**src/logic/ras_defs.vh**
```
`ifndef RAS_DEFS_VH
`define RAS_DEFS_VH
// Notes on behaviour
// RQ1 - pointer codes 0 to 14 pick entries 0 to 14; code 15 must not be loaded
// RQ2 - power-on, watchdog/stack-fault and chip-enable resets set pointer to all ones
// RQ3 - clock-stop instruction keeps pointer value; it is present on resume
// RQ4 - call, direct or indirect: decrement pointer, then write return address there
// RQ5 - return or return-and-skip: load counter from selected entry, then increment
// RQ6 - table fetch: step pointer down, save return address before the fetch
// RQ7 - table fetch: read program word at address reg to buffer, restore, increment
// RQ8 - interrupt accept: decrement pointer, then store interrupted return address
// RQ9 - interrupt return: restore counter from selected entry, then increment
// RQ10 - push address reg: decrement pointer, then copy address reg into entry
// RQ11 - pop: copy selected entry to address reg, then increment pointer
// RQ12 - system entry: decrement, store return address and segment in entry
// RQ13 - return after system entry: restore counter and segment, then increment
// RQ14 - entry at pointer fifteen is undefined; nesting limited to 15 levels
// RQ15 - software option makes stack overflow or underflow raise a reset to address 0
// RQ16 - each entry holds a full counter value plus the segment value

// register offsets
`define RAS_REG_PTR 4'h0
`define RAS_REG_CTRL 4'h1
`define RAS_REG_STAT 4'h2
`define RAS_REG_MASK 4'h3
// pointer reset value and last entry index
`define RAS_PTR_RESET 4'hf
`define RAS_PTR_LAST 4'he
// status and control bit positions
`define RAS_STAT_OVF 0
`define RAS_STAT_UNF 1
`define RAS_CTRL_FAULT_EN 0
// operation codes
`define RAS_OP_NONE 4'h0
`define RAS_OP_CALL 4'h1
`define RAS_OP_RET 4'h2
`define RAS_OP_TABLE 4'h3
`define RAS_OP_INT 4'h4
`define RAS_OP_INTERRUPT_RETURN_INSTR 4'h5
`define RAS_OP_PUSH 4'h6
`define RAS_OP_POP 4'h7
`define RAS_OP_SYS 4'h8
`define RAS_OP_SYSRET 4'h9
`endif

```
**src/logic/ras_entry_mem.v**
```verilog
`timescale 1ns/1ns
`include "ras_defs.vh"
module ras_entry_mem #(
	parameter AW = 14,
	parameter SW = 4,
	parameter DEPTH = 15
) (
	// clock
	input wire core_clk_i,
	// write port
	input wire wr_en_i,
	input wire [3:0] wr_idx_i,
	input wire [AW+SW-1:0] wr_data_i,
	// read port
	input wire [3:0] rd_idx_i,
	output wire [AW+SW-1:0] rd_data_o
);
	// entries hold counter and segment together [RQ16]
	reg [AW+SW-1:0] slot_mem [0:DEPTH-1];

	always @(posedge core_clk_i) begin
		if (wr_en_i && (wr_idx_i < DEPTH)) begin // [RQ1]
			slot_mem[wr_idx_i] <= wr_data_i;
		end
	end

	// entry fifteen does not exist, reads zero [RQ14]
	assign rd_data_o = (rd_idx_i < DEPTH) ? slot_mem[rd_idx_i] : {(AW+SW){1'b0}};
endmodule

```
**src/logic/ras_return_address_stack.v**
```verilog
`timescale 1ns/1ns
`include "ras_defs.vh"
module ras_return_address_stack #(
	parameter AW = 14,
	parameter SW = 4
) (
	// clock and resets
	input wire core_clk_i,
	input wire resetn_i,
	input wire wdt_reset_i,
	input wire ce_reset_i,
	// sequencer commands
	input wire op_valid_i,
	input wire [3:0] op_code_i,
	input wire [AW-1:0] ret_addr_i,
	input wire [SW-1:0] segment_i,
	input wire [AW-1:0] table_addr_reg_i,
	input wire clock_stop_i,
	// program memory read for table fetch
	input wire [15:0] prog_word_i,
	output wire [AW-1:0] prog_addr_o,
	output wire prog_rd_o,
	// results to the core
	output wire pc_load_o,
	output wire [AW-1:0] pc_value_o,
	output wire seg_load_o,
	output wire [SW-1:0] seg_value_o,
	output wire ar_load_o,
	output wire [AW-1:0] ar_value_o,
	output wire fetch_buffer_load_o,
	output wire [15:0] fetch_buffer_o,
	output wire stack_fault_reset_o,
	// register port
	input wire [3:0] reg_addr_i,
	input wire [7:0] reg_wdata_i,
	input wire reg_wr_i,
	input wire reg_rd_i,
	output wire [7:0] reg_rdata_o,
	// interrupt
	output wire irq_o
);
	// ******************************
	// state
	// ******************************
	// one-hot: idle, or the fetch cycle of a table read
	localparam ST_IDLE = 2'b01;
	localparam ST_FETCH = 2'b10;

	reg [1:0] state_ff;
	reg [3:0] stack_depth_pointer_ff;
	reg [AW-1:0] prog_addr_ff;
	reg prog_rd_ff;
	reg pc_load_ff;
	reg [AW-1:0] pc_value_ff;
	reg seg_load_ff;
	reg [SW-1:0] seg_value_ff;
	reg ar_load_ff;
	reg [AW-1:0] ar_value_ff;
	reg fb_load_ff;
	reg [15:0] fb_ff;
	reg fault_rst_ff;
	reg fault_en_ff;
	reg [1:0] stat_ff;
	reg [1:0] mask_ff;
	reg irq_ff;
	reg [7:0] rdata_ff;

	wire [3:0] ptr_dec;
	wire [3:0] ptr_inc;
	wire [AW+SW-1:0] slot_rd;
	reg mem_wr;
	reg [AW+SW-1:0] mem_wdata;
	reg is_push;
	reg is_pop;
	reg [1:0] nxt_stat;
	reg [7:0] nxt_rdata;
	wire sync_rst;
	wire cmd_ok;
	wire is_table;
	wire is_ar_pop;
	wire is_seg_pop;
	wire ptr_wr_sel;
	wire ctrl_wr_sel;
	wire stat_wr_sel;
	wire mask_wr_sel;
	wire ptr_wr_ok;
	wire ovf_evt;
	wire unf_evt;

	assign ptr_dec = stack_depth_pointer_ff - 4'h1;
	assign ptr_inc = stack_depth_pointer_ff + 4'h1;

	// ******************************
	// command and register write decode
	// ******************************
	// watchdog/stack-fault and chip-enable resets act alike
	assign sync_rst = wdt_reset_i | ce_reset_i;
	// one command per cycle, dropped while fetching, stopped or in reset
	assign cmd_ok = op_valid_i && (state_ff == ST_IDLE) && !clock_stop_i && !sync_rst;
	assign is_table = is_push && (op_code_i == `RAS_OP_TABLE);
	assign is_ar_pop = is_pop && (op_code_i == `RAS_OP_POP);
	assign is_seg_pop = is_pop && (op_code_i == `RAS_OP_SYSRET);
	assign ptr_wr_sel = reg_wr_i && (reg_addr_i == `RAS_REG_PTR);
	assign ctrl_wr_sel = reg_wr_i && (reg_addr_i == `RAS_REG_CTRL);
	assign stat_wr_sel = reg_wr_i && (reg_addr_i == `RAS_REG_STAT);
	assign mask_wr_sel = reg_wr_i && (reg_addr_i == `RAS_REG_MASK);
	// code fifteen, resets, stop, fetch and a same-cycle command refuse a load [RQ1]
	assign ptr_wr_ok = ptr_wr_sel && (reg_wdata_i[3:0] != `RAS_PTR_RESET) && !sync_rst
		&& !clock_stop_i && (state_ff == ST_IDLE) && !is_push && !is_pop;

	// ******************************
	// stack fault events
	// ******************************
	// push at entry zero wraps to fifteen, pop at fifteen reads nothing [RQ14]
	assign ovf_evt = is_push && (stack_depth_pointer_ff == 4'h0);
	assign unf_evt = is_pop && (stack_depth_pointer_ff == `RAS_PTR_RESET);

	// sticky flags: write one clears, an event in the same cycle wins
	always @* begin
		nxt_stat = stat_ff;
		if (stat_wr_sel) begin
			nxt_stat = nxt_stat & ~reg_wdata_i[1:0];
		end
		if (ovf_evt) begin
			nxt_stat[`RAS_STAT_OVF] = 1'b1;
		end
		if (unf_evt) begin
			nxt_stat[`RAS_STAT_UNF] = 1'b1;
		end
	end

	always @(posedge core_clk_i or negedge resetn_i) begin
		if (!resetn_i) begin
			stat_ff <= 2'b00;
			fault_rst_ff <= 1'b0;
		end else begin
			stat_ff <= nxt_stat;
			fault_rst_ff <= fault_en_ff && (ovf_evt || unf_evt); // [RQ15]
		end
	end

	// ******************************
	// command decode
	// ******************************
	always @* begin
		mem_wr = 1'b0;
		mem_wdata = {segment_i, ret_addr_i};
		is_push = 1'b0;
		is_pop = 1'b0;
		if (cmd_ok) begin
			case (op_code_i)
				`RAS_OP_CALL, `RAS_OP_INT, `RAS_OP_TABLE: begin
					mem_wr = 1'b1; // [RQ4] [RQ6] [RQ8]
					is_push = 1'b1;
				end
				`RAS_OP_SYS: begin
					mem_wr = 1'b1; // [RQ12]
					is_push = 1'b1;
				end
				`RAS_OP_PUSH: begin
					mem_wr = 1'b1;
					mem_wdata = {{SW{1'b0}}, table_addr_reg_i}; // [RQ10]
					is_push = 1'b1;
				end
				`RAS_OP_RET, `RAS_OP_INTERRUPT_RETURN_INSTR, `RAS_OP_POP, `RAS_OP_SYSRET: begin
					is_pop = 1'b1;
				end
				default: begin
					mem_wr = 1'b0;
				end
			endcase
		end
	end

	// write goes to the pointer after decrement
	ras_entry_mem #(
		.AW(AW),
		.SW(SW),
		.DEPTH(15)
	) u_mem (
		.core_clk_i(core_clk_i),
		.wr_en_i(mem_wr),
		.wr_idx_i(ptr_dec),
		.wr_data_i(mem_wdata),
		.rd_idx_i(stack_depth_pointer_ff),
		.rd_data_o(slot_rd)
	);

	// ******************************
	// pointer and sequencer
	// ******************************
	always @(posedge core_clk_i or negedge resetn_i) begin
		if (!resetn_i) begin
			state_ff <= ST_IDLE;
			stack_depth_pointer_ff <= `RAS_PTR_RESET; // [RQ2]
			prog_addr_ff <= {AW{1'b0}};
			prog_rd_ff <= 1'b0;
			pc_load_ff <= 1'b0;
			pc_value_ff <= {AW{1'b0}};
			seg_load_ff <= 1'b0;
			seg_value_ff <= {SW{1'b0}};
			ar_load_ff <= 1'b0;
			ar_value_ff <= {AW{1'b0}};
			fb_load_ff <= 1'b0;
			fb_ff <= 16'h0000;
		end else begin
			pc_load_ff <= 1'b0;
			seg_load_ff <= 1'b0;
			ar_load_ff <= 1'b0;
			fb_load_ff <= 1'b0;
			prog_rd_ff <= 1'b0;
			// resets first, then clock stop, then commands
			if (sync_rst) begin
				stack_depth_pointer_ff <= `RAS_PTR_RESET; // [RQ2]
				state_ff <= ST_IDLE;
			end else if (clock_stop_i) begin
				stack_depth_pointer_ff <= stack_depth_pointer_ff; // [RQ3]
			end else begin
				case (state_ff)
					ST_IDLE: begin
						if (is_push) begin
							stack_depth_pointer_ff <= ptr_dec; // [RQ4] [RQ8] [RQ10] [RQ12]
							if (is_table) begin
								state_ff <= ST_FETCH; // [RQ6]
								prog_addr_ff <= table_addr_reg_i;
								prog_rd_ff <= 1'b1;
							end
						end else if (is_pop) begin
							stack_depth_pointer_ff <= ptr_inc; // [RQ5] [RQ9] [RQ11] [RQ13]
							if (is_ar_pop) begin
								ar_load_ff <= 1'b1; // [RQ11]
								ar_value_ff <= slot_rd[AW-1:0];
							end else begin
								pc_load_ff <= 1'b1; // [RQ5] [RQ9]
								pc_value_ff <= slot_rd[AW-1:0];
							end
							if (is_seg_pop) begin
								seg_load_ff <= 1'b1; // [RQ13]
								seg_value_ff <= slot_rd[AW+SW-1:AW];
							end
						end
					end
					ST_FETCH: begin
						// restore the saved entry and bring the pointer back up
						fb_load_ff <= 1'b1; // [RQ7]
						fb_ff <= prog_word_i;
						pc_load_ff <= 1'b1;
						pc_value_ff <= slot_rd[AW-1:0];
						stack_depth_pointer_ff <= ptr_inc;
						state_ff <= ST_IDLE;
					end
					default: begin
						state_ff <= ST_IDLE;
					end
				endcase
			end
			// software pointer load; code fifteen is refused [RQ1]
			if (ptr_wr_ok) begin
				stack_depth_pointer_ff <= reg_wdata_i[3:0];
			end
		end
	end

	// ******************************
	// control and mask registers
	// ******************************
	always @(posedge core_clk_i or negedge resetn_i) begin
		if (!resetn_i) begin
			fault_en_ff <= 1'b0;
			mask_ff <= 2'b00;
		end else begin
			if (ctrl_wr_sel) begin
				fault_en_ff <= reg_wdata_i[`RAS_CTRL_FAULT_EN];
			end
			if (mask_wr_sel) begin
				mask_ff <= reg_wdata_i[1:0];
			end
		end
	end

	// ******************************
	// interrupt
	// ******************************
	// level output, one flop after the unmasked flag
	always @(posedge core_clk_i or negedge resetn_i) begin
		if (!resetn_i) begin
			irq_ff <= 1'b0;
		end else begin
			irq_ff <= |(stat_ff & mask_ff);
		end
	end

	// ******************************
	// register read
	// ******************************
	// data stands only in the cycle after the strobe, zero otherwise
	always @* begin
		nxt_rdata = 8'h00;
		if (reg_rd_i) begin
			case (reg_addr_i)
				`RAS_REG_PTR: begin
					nxt_rdata = {4'h0, stack_depth_pointer_ff};
				end
				`RAS_REG_CTRL: begin
					nxt_rdata = {7'h00, fault_en_ff};
				end
				`RAS_REG_STAT: begin
					nxt_rdata = {6'h00, stat_ff};
				end
				`RAS_REG_MASK: begin
					nxt_rdata = {6'h00, mask_ff};
				end
				default: begin
					nxt_rdata = 8'h00;
				end
			endcase
		end
	end

	always @(posedge core_clk_i or negedge resetn_i) begin
		if (!resetn_i) begin
			rdata_ff <= 8'h00;
		end else begin
			rdata_ff <= nxt_rdata;
		end
	end

	// ******************************
	// outputs, straight from flops
	// ******************************
	assign prog_addr_o = prog_addr_ff;
	assign prog_rd_o = prog_rd_ff;
	assign pc_load_o = pc_load_ff;
	assign pc_value_o = pc_value_ff;
	assign seg_load_o = seg_load_ff;
	assign seg_value_o = seg_value_ff;
	assign ar_load_o = ar_load_ff;
	assign ar_value_o = ar_value_ff;
	assign fetch_buffer_load_o = fb_load_ff;
	assign fetch_buffer_o = fb_ff;
	assign stack_fault_reset_o = fault_rst_ff;
	assign reg_rdata_o = rdata_ff;
	assign irq_o = irq_ff;
endmodule

```
**config.mk**
```make
export PLATFORM = sky130hd
export DESIGN_NAME = ras_return_address_stack
export DESIGN_NICKNAME = d
export VERILOG_FILES = /design/src/logic/ras_entry_mem.v /design/src/logic/ras_return_address_stack.v
export VERILOG_INCLUDE_DIRS = /design/src /design/src/logic
export SDC_FILE = /design/constraint.sdc
export NUM_CORES = 1
export LEC_CHECK = 0
export ABC_CLOCK_PERIOD_IN_PS = 4090
export BUFFER_PORTS_ARGS = -buffer_cell sky130_fd_sc_hd__buf_2
export CORE_ASPECT_RATIO = 0.9
export CORE_MARGIN = 2
export CORE_UTILIZATION = 45
export CTS_BUF_LIST = sky130_fd_sc_hd__clkbuf_4
export DETAILED_ROUTE_END_ITERATION = 10
export SYNTH_ARGS = -nofsm -noshare
export SYNTH_HDL_FRONTEND = slang
export SYNTH_HIERARCHICAL = 1
export SYNTH_SLANG_ARGS = --single-unit
```
**constraint.sdc**
```tcl
create_clock -name core_clk_i -period 4.09 [get_ports core_clk_i]
set_input_delay 0.818 -clock core_clk_i [delete_from_list [all_inputs] [get_ports core_clk_i]]
set_output_delay 0.818 -clock core_clk_i [all_outputs]
set_load 0.05 [all_outputs]
```
==> impl_metrics.env <==
export IMPL_syn_to_final_growth_pct=17.1
export IMPL_worstPathRequired_ps=4440
export IMPL_critPathLaunchType="register"
export IMPL_finalMaxSlewViolations=0
export IMPL_core_mm2=0.0311
export IMPL_first_pass_iters=5
export IMPL_cp_max_fo=32
export IMPL_cap_viol_max_count=0
export IMPL_drt_iter0_drc=543
export IMPL_die_h_um=173
export IMPL_drive_above_1_share_pct=39.6
export IMPL_cts_sinks=354
export IMPL_grt_overflow=0
export IMPL_fmax_ghz=0.330
export IMPL_hold_viol_final=0
export IMPL_die_area_mm2=0.0333
export IMPL_layout_commonest_cell="edfxtp_1"
export IMPL_synthCells=882
export IMPL_fin_crit_sh_pct=74.0
export IMPL_hold_path_class="input port to asynchronous set/reset pin"
export IMPL_io_buffers=140
export IMPL_viasPerCell=5.29
export IMPL_finalSetupViolations=0
export IMPL_cts_resized=0
export IMPL_timing_rr_start="stack_depth_pointer_ff[0]$_DFFE_PN1P_"
export IMPL_endpoint_kind="register"
export IMPL_power_density_mw_per_mm2=439
export IMPL_grt_util_all_layers_pct=19.9
export IMPL_htree_num_levels=3
export IMPL_cts_setup_buffers=0
export IMPL_hpwlAfterDp_um=20600
export IMPL_yosysSeqAreaShare_pct=71.3
export IMPL_tns_ps=0
export IMPL_timing_rr_end="u_mem/slot_mem[0][5]$_DFFE_PP_"
export IMPL_status="complete, no violations"
export IMPL_routed_wl_um=32400
export IMPL_grt_max_degree=60
export IMPL_synthArstFlopShare_pct=23.7
export IMPL_cp_arrival_ps=3380
export IMPL_grt_pass1_wl_um=50000
export IMPL_fp_dieW_um=192
export IMPL_slew_headroom_pct=41.4
export IMPL_cts_hold_buffers=0
export IMPL_p_leak_nw=6.95
export IMPL_num_vias=8443
export IMPL_gp_congestion=0.780
export IMPL_row_count=61
export IMPL_clock_path_buffers=3
export IMPL_io_pins=149
export IMPL_synth_edff_count=270
export IMPL_reg2reg_slack_ps=1060
export IMPL_worst_setup_path_type="register to register"
export IMPL_ys_types=55
export IMPL_rsz0062_at_grt="false"
export IMPL_grt_pass1_vias=8731
export IMPL_yosys_warnings=6
export IMPL_start_util_pct=46.0
export IMPL_r2r_cells=6
export IMPL_fin_nets=1184
export IMPL_netlist_area_mm2=0.0143
export IMPL_max_slew_worst_pin_slew_ps=878
export IMPL_clk_latency_ps=700
export IMPL_postRouteAntennaNets=0
export IMPL_hold_slack_ps=227
export IMPL_syn_area_per_cell_um2=16.2
export IMPL_cts_root_buffer="clkbuf_4"
export IMPL_peakVddDrop_v=0.000246
export IMPL_ys_seq_elements=354
export IMPL_numCtsBuffers=93
export IMPL_final_cell_mix="edfxtp_1 (270), clkbuf_4 (144), buf_2 (139), mux2_2 (101), nand2_1 (101)"
export IMPL_fin_skew_ps=31.2
export IMPL_cts_tree="yes"
export IMPL_drc=0
export IMPL_post_drt_wl_per_cell_um=20.3
export IMPL_fin_crit_ps=3030
export IMPL_ys_flop_type="edfxtp_1"
export IMPL_grt_antenna_before_repair=2
export IMPL_clkTransAtPathRegs_ps=70
-- worst max-delay path by stage --
stage | startpoint | endpoint | cells after the start
2_1_floorplan | op_code_i[1] | u_mem/slot_mem[0][0]$_DFFE_PP_ | 6
6_report | stack_depth_pointer_ff[0]$_DFFE_PN1P_ | u_mem/slot_mem[0][5]$_DFFE_PP_ | 6
4_1_cts | stack_depth_pointer_ff[0]$_DFFE_PN1P_ | u_mem/slot_mem[2][3]$_DFFE_PP_ | 6
3_3_place_gp | ce_reset_i | u_mem/slot_mem[0][11]$_DFFE_PP_ | 7
3_5_place_dp | ce_reset_i | u_mem/slot_mem[2][9]$_DFFE_PP_ | 7
5_1_grt | stack_depth_pointer_ff[0]$_DFFE_PN1P_ | u_mem/slot_mem[2][9]$_DFFE_PP_ | 6
-- state kept, by name, indices dropped and copies added, names as in the netlist --
name and cells:
u_mem/slot_mem 270, fetch_buffer_o 16, ar_value_o 14, pc_value_o 14, prog_addr_o 14, reg_rdata_o 4
seg_value_o 4, stack_depth_pointer_ff 4, mask_ff 2, stat_ff 2, state_ff 2, ar_load_o 1
fault_en_ff 1, fetch_buffer_load_o 1, irq_o 1, pc_load_o 1, prog_rd_o 1, seg_load_o 1
stack_fault_reset_o 1
-- worst max-delay path: stages, from the launching register on --
cell     delay [ps]
dfstp_4         920
inv_1           300
ha_1            310
xor2_1          200
or3b_2          550
nor3_2          120
buf_4           290
-- metal layers --
metal	wire (µm)	global-route usage, %
met5	0	0
met4	573	6.55
met3	1840	4.25
met2	14800	30.2
met1	15200	28.9
-- area by class of cell --
cell class | instances | area, µm²
antenna | 2 | 5.00
clock buffer | 144 | 1080
clock inverter | 28 | 173
fill | 2647 | 14400
inverter | 9 | 33.8
multi-input combinational | 474 | 3790
sequential | 354 | 10200
tap | 409 | 512
timing repair buffer | 175 | 966
-- Yosys cell counts, drive strengths merged, types with 5 or more instances --
library cell    n  area share [%]
edfxtp        270              57
nand2         102             2.7
mux2          101             7.9
dfrtp          79              14
nor2           40             1.1
mux2i          38             2.7
buf            37             1.9
o22ai          37             1.6
mux4           19             3.0
o32ai          19             1.2
a221o          18             1.3
clkbuf         11            0.31
o21ai          10            0.38
and2            9            0.39
inv             9            0.24
nor3            7            0.24
nand3           6            0.21
a21oi           5            0.25
dfstp           5            0.92
ha              5            0.44
nand3b          5            0.26
nand4           5            0.22
-- power by group --
part / internal [W] / switching (W)
Combinational: 0.0000894 / 0.000213
Sequential: 0.00391 / 0.0000190
Clock: 0.00173 / 0.00140
Total: 0.00573 / 0.00164
-- metrics by stage --
stage	cell area, µm²	total power [W]	setup slack [ps]	cells	utilization (%)
floorplan	14300	0.00419	260	885	-
global placement	15500	0.00430	1000	1421	49.9
detailed placement	15500	0.00430	975	1421	49.9
CTS	16800	0.00747	1020	1593	53.9
global route	16800	0.00770	879	1594	53.9
finish	16800	0.00736	1060	1595	53.9
-- kinds of logic (layout without fill, tap and decap cells) --
group	count (synthesis)	in the layout	share of synthesized area (%)
AO/OA/AOI/OAI	104	104	5.56
XOR/XNOR	5	5	0.306
adder cells (fa/ha/maj)	5	5	0.437
buffers and inverters	57	356	2.49
flip-flops	354	354	71.3
multiplexers	158	158	13.6
other	1	6	0.0262
AND/OR/NAND/NOR	198	198	6.30
Power figures use the tool's default switching activity.
